<file path="config.mk">
export PLATFORM = sky130hd
export DESIGN_NAME = kwi_keypad_wake_interrupt
export DESIGN_NICKNAME = d
export VERILOG_FILES = /design/src/kwi_keypad_wake_interrupt.v
export VERILOG_INCLUDE_DIRS = /design/src
export SDC_FILE = /design/constraint.sdc
export NUM_CORES = 1
export LEC_CHECK = 0
export ABC_AREA = 1
export BUFFER_PORTS_ARGS = -buffer_cell sky130_fd_sc_hd__buf_4
export CELL_PAD_IN_SITES_DETAIL_PLACEMENT = 0
export CELL_PAD_IN_SITES_GLOBAL_PLACEMENT = 1
export CORE_MARGIN = 3
export CORE_UTILIZATION = 43
export CTS_BUF_LIST = sky130_fd_sc_hd__clkbuf_8
export DETAILED_ROUTE_END_ITERATION = 10
export PLACE_DENSITY = 0.86
export SYNTH_ARGS = -nofsm -noshare
export SYNTH_HDL_FRONTEND = slang
export SYNTH_SLANG_ARGS = --single-unit
</file>
<file path="constraint.sdc">
create_clock -name clk -period 1.9 [get_ports clk]
set_clock_uncertainty 0.15 [all_clocks]
set_input_delay 0.285 -clock clk [delete_from_list [all_inputs] [get_ports clk]]
set_output_delay 0.285 -clock clk [all_outputs]
set_load 0.01 [all_outputs]
</file>
<file path="src/kwi_defs.vh">
// Purpose: Constants for the keypad wake interrupt block.
// Assumes: Plain register port with byte-wide registers.
// Notes:   Offsets are word indices on the register port.
`ifndef KWI_DEFS_VH
`define KWI_DEFS_VH
`define KWI_ADDR_W        3
`define KWI_OFF_STATCTL   3'h0
`define KWI_OFF_PINEN     3'h1
`define KWI_OFF_PORTDATA  3'h2
`define KWI_OFF_PORTDIR   3'h3
`define KWI_OFF_PULLEN    3'h4
`define KWI_OFF_PINLEVEL  3'h5
`define KWI_OFF_EVSTAT    3'h6
`define KWI_OFF_EVMASK    3'h7
`define KWI_BIT_MODE      0
`define KWI_BIT_IRQEN     1
`define KWI_BIT_ACK       2
`define KWI_BIT_PEND      3
`define KWI_POL_LSB       4
`define KWI_POL_MSB       7
`define KWI_EV_TRIGGER    0
`define KWI_EV_WAKE       1
`define KWI_RESET_BYTE    8'h00
`endif

</file>
<file path="src/kwi_keypad_wake_interrupt.v">
// Purpose: Eight-input keypad interrupt sharing an 8-bit general-purpose port.
// Assumes: Pin inputs are synchronous to clk; stop mode is signalled by stopMode.
// Notes:   Pad outputs are registered; output enable is low while driving.
//
// Summary of operation
// - Per-pin enable selects keypad or GPIO.
// - Keypad-enabled pins forced to input direction.
// - Bits 3..0 always falling/low sensitive.
// - Upper polarity bits select rising/high when set.
// - Falling edge: sampled high then low.
// - Rising edge: sampled low then high.
// - Edge counts only from all-deasserted state.
// - Pending flag bit 3 set on trigger.
// - Ack bit 2 clears flag, reads zero.
// - Level mode keeps flag set while asserted.
// - Irq enable gates request; flag still pollable.
// - Mode bit: 0 edge-only, 1 edge-and-level.
// - In stop, enabled pins wake by level if irq enable is set; wakeReq is registered on clk.
// - Enabled interrupt wakes from wait and stop3.
// - Rising-polarity upper pins get pulldown not pullup.
`include "kwi_defs.vh"
module kwi_keypad_wake_interrupt #(
  parameter WIDTH = 8
) (
  input  wire                   clk,
  input  wire                   resetn,
  input  wire [`KWI_ADDR_W-1:0] regAddr,
  input  wire [7:0]             regWdata,
  input  wire                   regWrite,
  input  wire                   regRead,
  output reg  [7:0]             regRdata,
  input  wire [WIDTH-1:0]       padIn,
  output reg  [WIDTH-1:0]       padOut,
  output reg  [WIDTH-1:0]       padOen,
  output reg  [WIDTH-1:0]       padPullUp,
  output reg  [WIDTH-1:0]       padPullDown,
  input  wire                   stopMode,
  input  wire                   waitMode,
  output reg                    keypadIrq,
  output reg                    wakeReq,
  output reg                    eventIrq
);

  reg  [WIDTH-1:0] pinEnable_reg;
  reg  [3:0]       polSelect_reg;
  reg              irqEnable_reg;
  reg              detectMode_reg;
  reg              pending_reg;
  reg              pending_next;
  reg  [WIDTH-1:0] portData_reg;
  reg  [WIDTH-1:0] portDir_reg;
  reg  [WIDTH-1:0] pullEn_reg;
  reg  [WIDTH-1:0] sample_reg;
  reg  [1:0]       evStat_reg;
  reg  [1:0]       evMask_reg;
  reg  [1:0]       evStat_next;
  wire [WIDTH-1:0] risingPol;
  wire [WIDTH-1:0] asserted;
  wire [WIDTH-1:0] wasAsserted;
  wire             anyAsserted;
  wire             edgeSeen;
  wire             ackWrite;
  wire             trigger;
  wire             asyncWake;

  // Lower pins have no polarity select and always trigger on falling/low.
  assign risingPol = {polSelect_reg, 4'h0};

  // Asserted level per enabled pin, from the current and previous samples.
  function [WIDTH-1:0] assertMap;
    input [WIDTH-1:0] level;
    input [WIDTH-1:0] pol;
    input [WIDTH-1:0] en;
    begin
      assertMap = (level ~^ pol) & en;
    end
  endfunction

  assign asserted    = assertMap(padIn, risingPol, pinEnable_reg);
  assign wasAsserted = assertMap(sample_reg, risingPol, pinEnable_reg);
  assign anyAsserted = |asserted;
  // A new edge needs every enabled pin deasserted in the previous cycle.
  assign edgeSeen    = anyAsserted & ~(|wasAsserted);
  assign ackWrite    = regWrite & (regAddr == `KWI_OFF_STATCTL) & regWdata[`KWI_BIT_ACK];
  assign trigger     = edgeSeen | (detectMode_reg & anyAsserted);
  // In stop the edge sampler is bypassed; any enabled asserted pin wakes if irq enable is set.
  assign asyncWake   = stopMode & anyAsserted;

  always @* begin
    pending_next = pending_reg;
    if (ackWrite) begin
      pending_next = 1'b0;
    end
    // Set wins over acknowledge, so an edge in the ack cycle is kept.
    if (trigger) begin
      pending_next = 1'b1;
    end
  end

  always @* begin
    evStat_next = evStat_reg;
    if (regWrite && regAddr == `KWI_OFF_EVSTAT) begin
      evStat_next = evStat_reg & ~regWdata[1:0];
    end
    if (trigger) begin
      evStat_next[`KWI_EV_TRIGGER] = 1'b1;
    end
    if (asyncWake) begin
      evStat_next[`KWI_EV_WAKE] = 1'b1;
    end
  end

  always @(posedge clk or negedge resetn) begin
    if (!resetn) begin
      pinEnable_reg  <= `KWI_RESET_BYTE;
      polSelect_reg  <= 4'h0;
      irqEnable_reg  <= 1'b0;
      detectMode_reg <= 1'b0;
      pending_reg    <= 1'b0;
      portData_reg   <= `KWI_RESET_BYTE;
      portDir_reg    <= `KWI_RESET_BYTE;
      pullEn_reg     <= `KWI_RESET_BYTE;
      sample_reg     <= {WIDTH{1'b1}};
      evStat_reg     <= 2'h0;
      evMask_reg     <= 2'h0;
    end else begin
      sample_reg  <= padIn;
      pending_reg <= pending_next;
      evStat_reg  <= evStat_next;
      if (regWrite) begin
        case (regAddr)
          `KWI_OFF_STATCTL: begin
            polSelect_reg  <= regWdata[`KWI_POL_MSB:`KWI_POL_LSB];
            irqEnable_reg  <= regWdata[`KWI_BIT_IRQEN];
            detectMode_reg <= regWdata[`KWI_BIT_MODE];
          end
          `KWI_OFF_PINEN:    pinEnable_reg <= regWdata;
          `KWI_OFF_PORTDATA: portData_reg  <= regWdata;
          `KWI_OFF_PORTDIR:  portDir_reg   <= regWdata;
          `KWI_OFF_PULLEN:   pullEn_reg    <= regWdata;
          `KWI_OFF_EVMASK:   evMask_reg    <= regWdata[1:0];
          default: begin
          end
        endcase
      end
    end
  end

  // Read data is registered and stands only in the cycle after the strobe.
  always @(posedge clk or negedge resetn) begin
    if (!resetn) begin
      regRdata <= 8'h00;
    end else if (regRead) begin
      case (regAddr)
        `KWI_OFF_STATCTL:  regRdata <= {polSelect_reg, pending_reg, 1'b0, irqEnable_reg, detectMode_reg};
        `KWI_OFF_PINEN:    regRdata <= pinEnable_reg;
        `KWI_OFF_PORTDATA: regRdata <= portData_reg;
        `KWI_OFF_PORTDIR:  regRdata <= portDir_reg;
        `KWI_OFF_PULLEN:   regRdata <= pullEn_reg;
        `KWI_OFF_PINLEVEL: regRdata <= padIn;
        `KWI_OFF_EVSTAT:   regRdata <= {6'h00, evStat_reg};
        `KWI_OFF_EVMASK:   regRdata <= {6'h00, evMask_reg};
        default:           regRdata <= 8'h00;
      endcase
    end else begin
      regRdata <= 8'h00;
    end
  end

  // Pad controls. Pulls only act on pins that are inputs.
  always @(posedge clk or negedge resetn) begin
    if (!resetn) begin
      padOut      <= {WIDTH{1'b0}};
      padOen      <= {WIDTH{1'b1}};
      padPullUp   <= {WIDTH{1'b0}};
      padPullDown <= {WIDTH{1'b0}};
      keypadIrq   <= 1'b0;
      wakeReq     <= 1'b0;
      eventIrq    <= 1'b0;
    end else begin
      padOut      <= portData_reg;
      padOen      <= ~(portDir_reg & ~pinEnable_reg);
      padPullUp   <= pullEn_reg & ~(portDir_reg & ~pinEnable_reg) & ~(risingPol & pinEnable_reg);
      padPullDown <= pullEn_reg & risingPol & pinEnable_reg;
      keypadIrq   <= pending_next & irqEnable_reg;
      // Wake from wait uses the gated request; stop uses the async level path.
      wakeReq     <= (waitMode & pending_next & irqEnable_reg) | (irqEnable_reg & asyncWake);
      eventIrq    <= |(evStat_next & evMask_reg);
    end
  end

endmodule // kwi_keypad_wake_interrupt

</file>
==> flow_summary_export.csv <==
group,metric,value,unit
outcome,run_status,"complete, no violations",
cts,clock_sink_count,90,
place,gp_congestion,0.894,
critical_path,crit_start,"padIn[4]",
floorplanning,row_count,33,
cts,clk_latency,0.36,ns
critical_path,critPathArrivalTime,1.86,ns
layout,num-nets-final,515,
routing,avgViaCountPerCell,4.92,
synth,synthMuxAreaShare,0,%
cts,cts_made_buffers,9,
routing,remaining_drc_errors,0,
cts,clock_tree.root_cell,"sky130_fd_sc_hd__clkbuf_8",
synth,proportion_of_synthesized_flip_flops_having_asynchronous_set_or_reset,100,%
layout,utilization,55.9,%
layout,final.fill_count,773,
routing,drt_iter0_markers,157,
layout,areaGrowthSynthToFinish,24.7,%
sta,summed_negative_setup_slack_over_all_endpoints,0,ns
cts,cts_post_setup_buffers_inserted,0,
grt,grt_remaining_overflow,0,
min_path,worstHoldStart,"waitMode",
synth,synth.lib_cells_used.distinct,27,
sta,finalCriticalPeriod,1.77,ns
sta,finalSetupViolations,0,
power,leakage,2.39,nW
synth,synth-simple-area-share,18.5,%
sta,setup_repair_after_global_routing_missed_its_margin,"false",
critical_path,cells_along_the_critical_path,"dlygate4sd3_1 > buf_4 > inv_1 > nand2_1 > nand3_1 > nand2_1 > nor2_1 > nand2_2 > nand2_1 > nand3_1 > and2_1",
min_path,hp-class,"input pin to flop",
power,total_power,4.68,mW
routing,routed_wirelength,8750,microns
layout,multi_input_comb_area,0.00116,sq mm
synth,synth-seq-area-share,61.0,%
routing,dr_total_vias,2954,
synth,yosys.cell_count.top_type,"sky130_fd_sc_hd__nand2_1",
cts,h-tree-depth,3,
critical_path,crit_path_top_delay_cell,"sky130_fd_sc_hd__dlygate4sd3_1",
floorplanning,core-area,0.00830,sq mm
synth,synth_enable_flop_cells,0,
sta,hold_viol,0,
critical_path,crit_required,2.00,ns
layout,regArea,0.00227,sq mm
grt,first_pass_grt_wire_length,14600,microns
synth,xor_xnor_portion_of_the_synthesized_cell_area,0,%
grt,grt_antenna_before_repair,0,
synth,synth_cells,406,
floorplanning,floorplan.die_area,0.00981,sq mm
place,placed_area,0.00435,sq mm
synth,ys.warnings.count,0,
cts,clkTransAtPathRegs,0.08,ns
power,power.density,1010,mW/mm^2
synth,netlist.top_cell.by_area,"sky130_fd_sc_hd__dfrtp_1",
floorplanning,initial_utilization,44.9,%
synth,dominant_combinational_cell_family_by_area_after_synthesis,"simple AND/OR/NAND/NOR gates",
grt,track_usage,19.2,%
sta,maxClockFrequency,0.567,GHz
synth,synthFlopType,"sky130_fd_sc_hd__dfrtp_1",
routing,dr.pass1.iters,4,
synth,synthesis.area_per_instance,9.17,sq um
routing,detail-route-antenna-nets,0,
sta,final_period_util,92.9,%
floorplanning,chipHeight,99.1,microns
critical_path,r2r_start,"polSelect_reg[1]",
cts,cts_tree,"done",
synth,synth.cells.most_frequent,"sky130_fd_sc_hd__nand2_1 (110), sky130_fd_sc_hd__dfrtp_1 (74), sky130_fd_sc_hd__inv_1 (56), sky130_fd_sc_hd__o21ai_0 (32), sky130_fd_sc_hd__nor2_1 (29)",
job,drv.max_cap_violation_count,0,
synth,synth-compound-area-share,12.3,%
routing,post_drt_wl_per_cell,14.6,microns
sta,pins_over_their_slew_limit,0,
critical_path,cpMostUsedCell,"sky130_fd_sc_hd__nand2_1",
place,hpwlAfterDp,6400,microns
synth,postSynthRegisterBits,90,
critical_path,end_kind,"flop",
synth,ys_top_cells_by_area,"sky130_fd_sc_hd__dfrtp_1 (50%), sky130_fd_sc_hd__dfstp_2 (11%), sky130_fd_sc_hd__nand2_1 (11%)",
layout,layout.cell_area.non_filler,0.00464,sq mm
place,placement.io_buffers,63,
floorplanning,dieWidth,99.1,microns
cts,cts.path.max_buffers,2,
grt,first_global_vias,2931,
synth,synth_top_area_share,49.7,%
critical_path,startpoint_type,"input pin",
layout,final_layout_size_suffix_gt1_share,25.1,%
synth,post_synth_instance_area,0.00372,sq mm
grt,grt_start_max_net_pins,34,
critical_path,critical-path-max-stage-delay,0.53,ns
critical_path,worst-path-max-fanout,4,
power,ir_worst_vdd,444,uV
critical_path,critical_path_start_end_classification,"input pin to flop",
synth,synth-adder-area-share,0,%
floorplanning,total_i_o_pin_count,68,
layout,antenna_cells_inserted,0,
[cell usage in the layout, fill, tap and decap left out, drive strengths merged, types with 3 or more instances in the layout]
| master | n |
|---|---|
| nor2 | 31 |
| nand3 | 17 |
| clkinv | 6 |
| a211oi | 3 |
| buf | 71 |
| clkbuf | 10 |
| o21ai | 51 |
| o22ai | 6 |
| a22oi | 5 |
| conb | 4 |
| a21oi | 13 |
| inv | 60 |
| nand2 | 114 |
| dfstp | 16 |
| dfrtp | 74 |
| dlygate4sd3 | 9 |
[kinds of logic after synthesis]
| family | after synthesis |
|---|---|
| AO/OA/AOI/OAI | 79 |
| buffers and inverters | 71 |
| other | 1 |
| AND/OR/NAND/NOR | 165 |
| flip-flops | 90 |
[report_power, final]
group	total [mW]	internal, mW	leakage, nW	switching [mW]
registers	2.47	2.25	1.10	0.217
logic	0.926	0.415	1.18	0.511
clock network	1.29	0.635	0.107	0.654
[cell type report]
class | instances | area share [%]
clock buffers | 10 | 2.96
clock inverters | 6 | 1.24
inverters | 61 | 4.99
multi-input cells | 248 | 25.1
flip-flops and latches | 90 | 48.9
well taps | 105 | 2.83
repair buffers | 80 | 14.0
[worst paths after layout]
kind / to / slack, ns / cells past startpoint
min reg2reg: padOut[0] / 0.27 / 0
max reg2reg: keypadIrq / 0.27 / 8
min: wakeReq / 0.02 / 3
max: keypadIrq / 0.13 / 11
min in group asynchronous: padOut[2] / 0.25 / 2
max in group asynchronous: padOen[6] / 0.76 / 3
[worst max-delay path: cells and delay by family]
| kind | cells | cell delay [ns] |
|---|---|---|
| simple gates | 8 | 0.84 |
| buf+inv | 3 | 0.74 |
[routing by layer]
layer	wire (microns)	track usage, %	part of all wire (%)	vias to the layer above
met3	680	5.45	7.8	12
met4	167	6.09	1.9	0
met2	4110	30.0	47	115
li1	-	-	-	1447
met5	0	0	0	-
met1	3790	26.2	43	1380
[timing repair]
action	CTS	global route
resized for setup	0	1
endpoints found under the setup margin	0	1
hold buffers	9	0
hold endpoints to repair	30	0
[per-stage QoR]
stage / setup WS [ns] / instances / hold WS [ns]
detailed placement: 0.298 / 575 / 0.0904
global route: 0.00799 / 600 / 0.0461
finish: 0.135 / 600 / 0.0199
global placement: 0.302 / 575 / 0.0830
floorplan: 0.470 / 409 / -0.161
CTS: 0.138 / 600 / 0.00764
No activity file was read; power rests on OpenSTA's default activity.
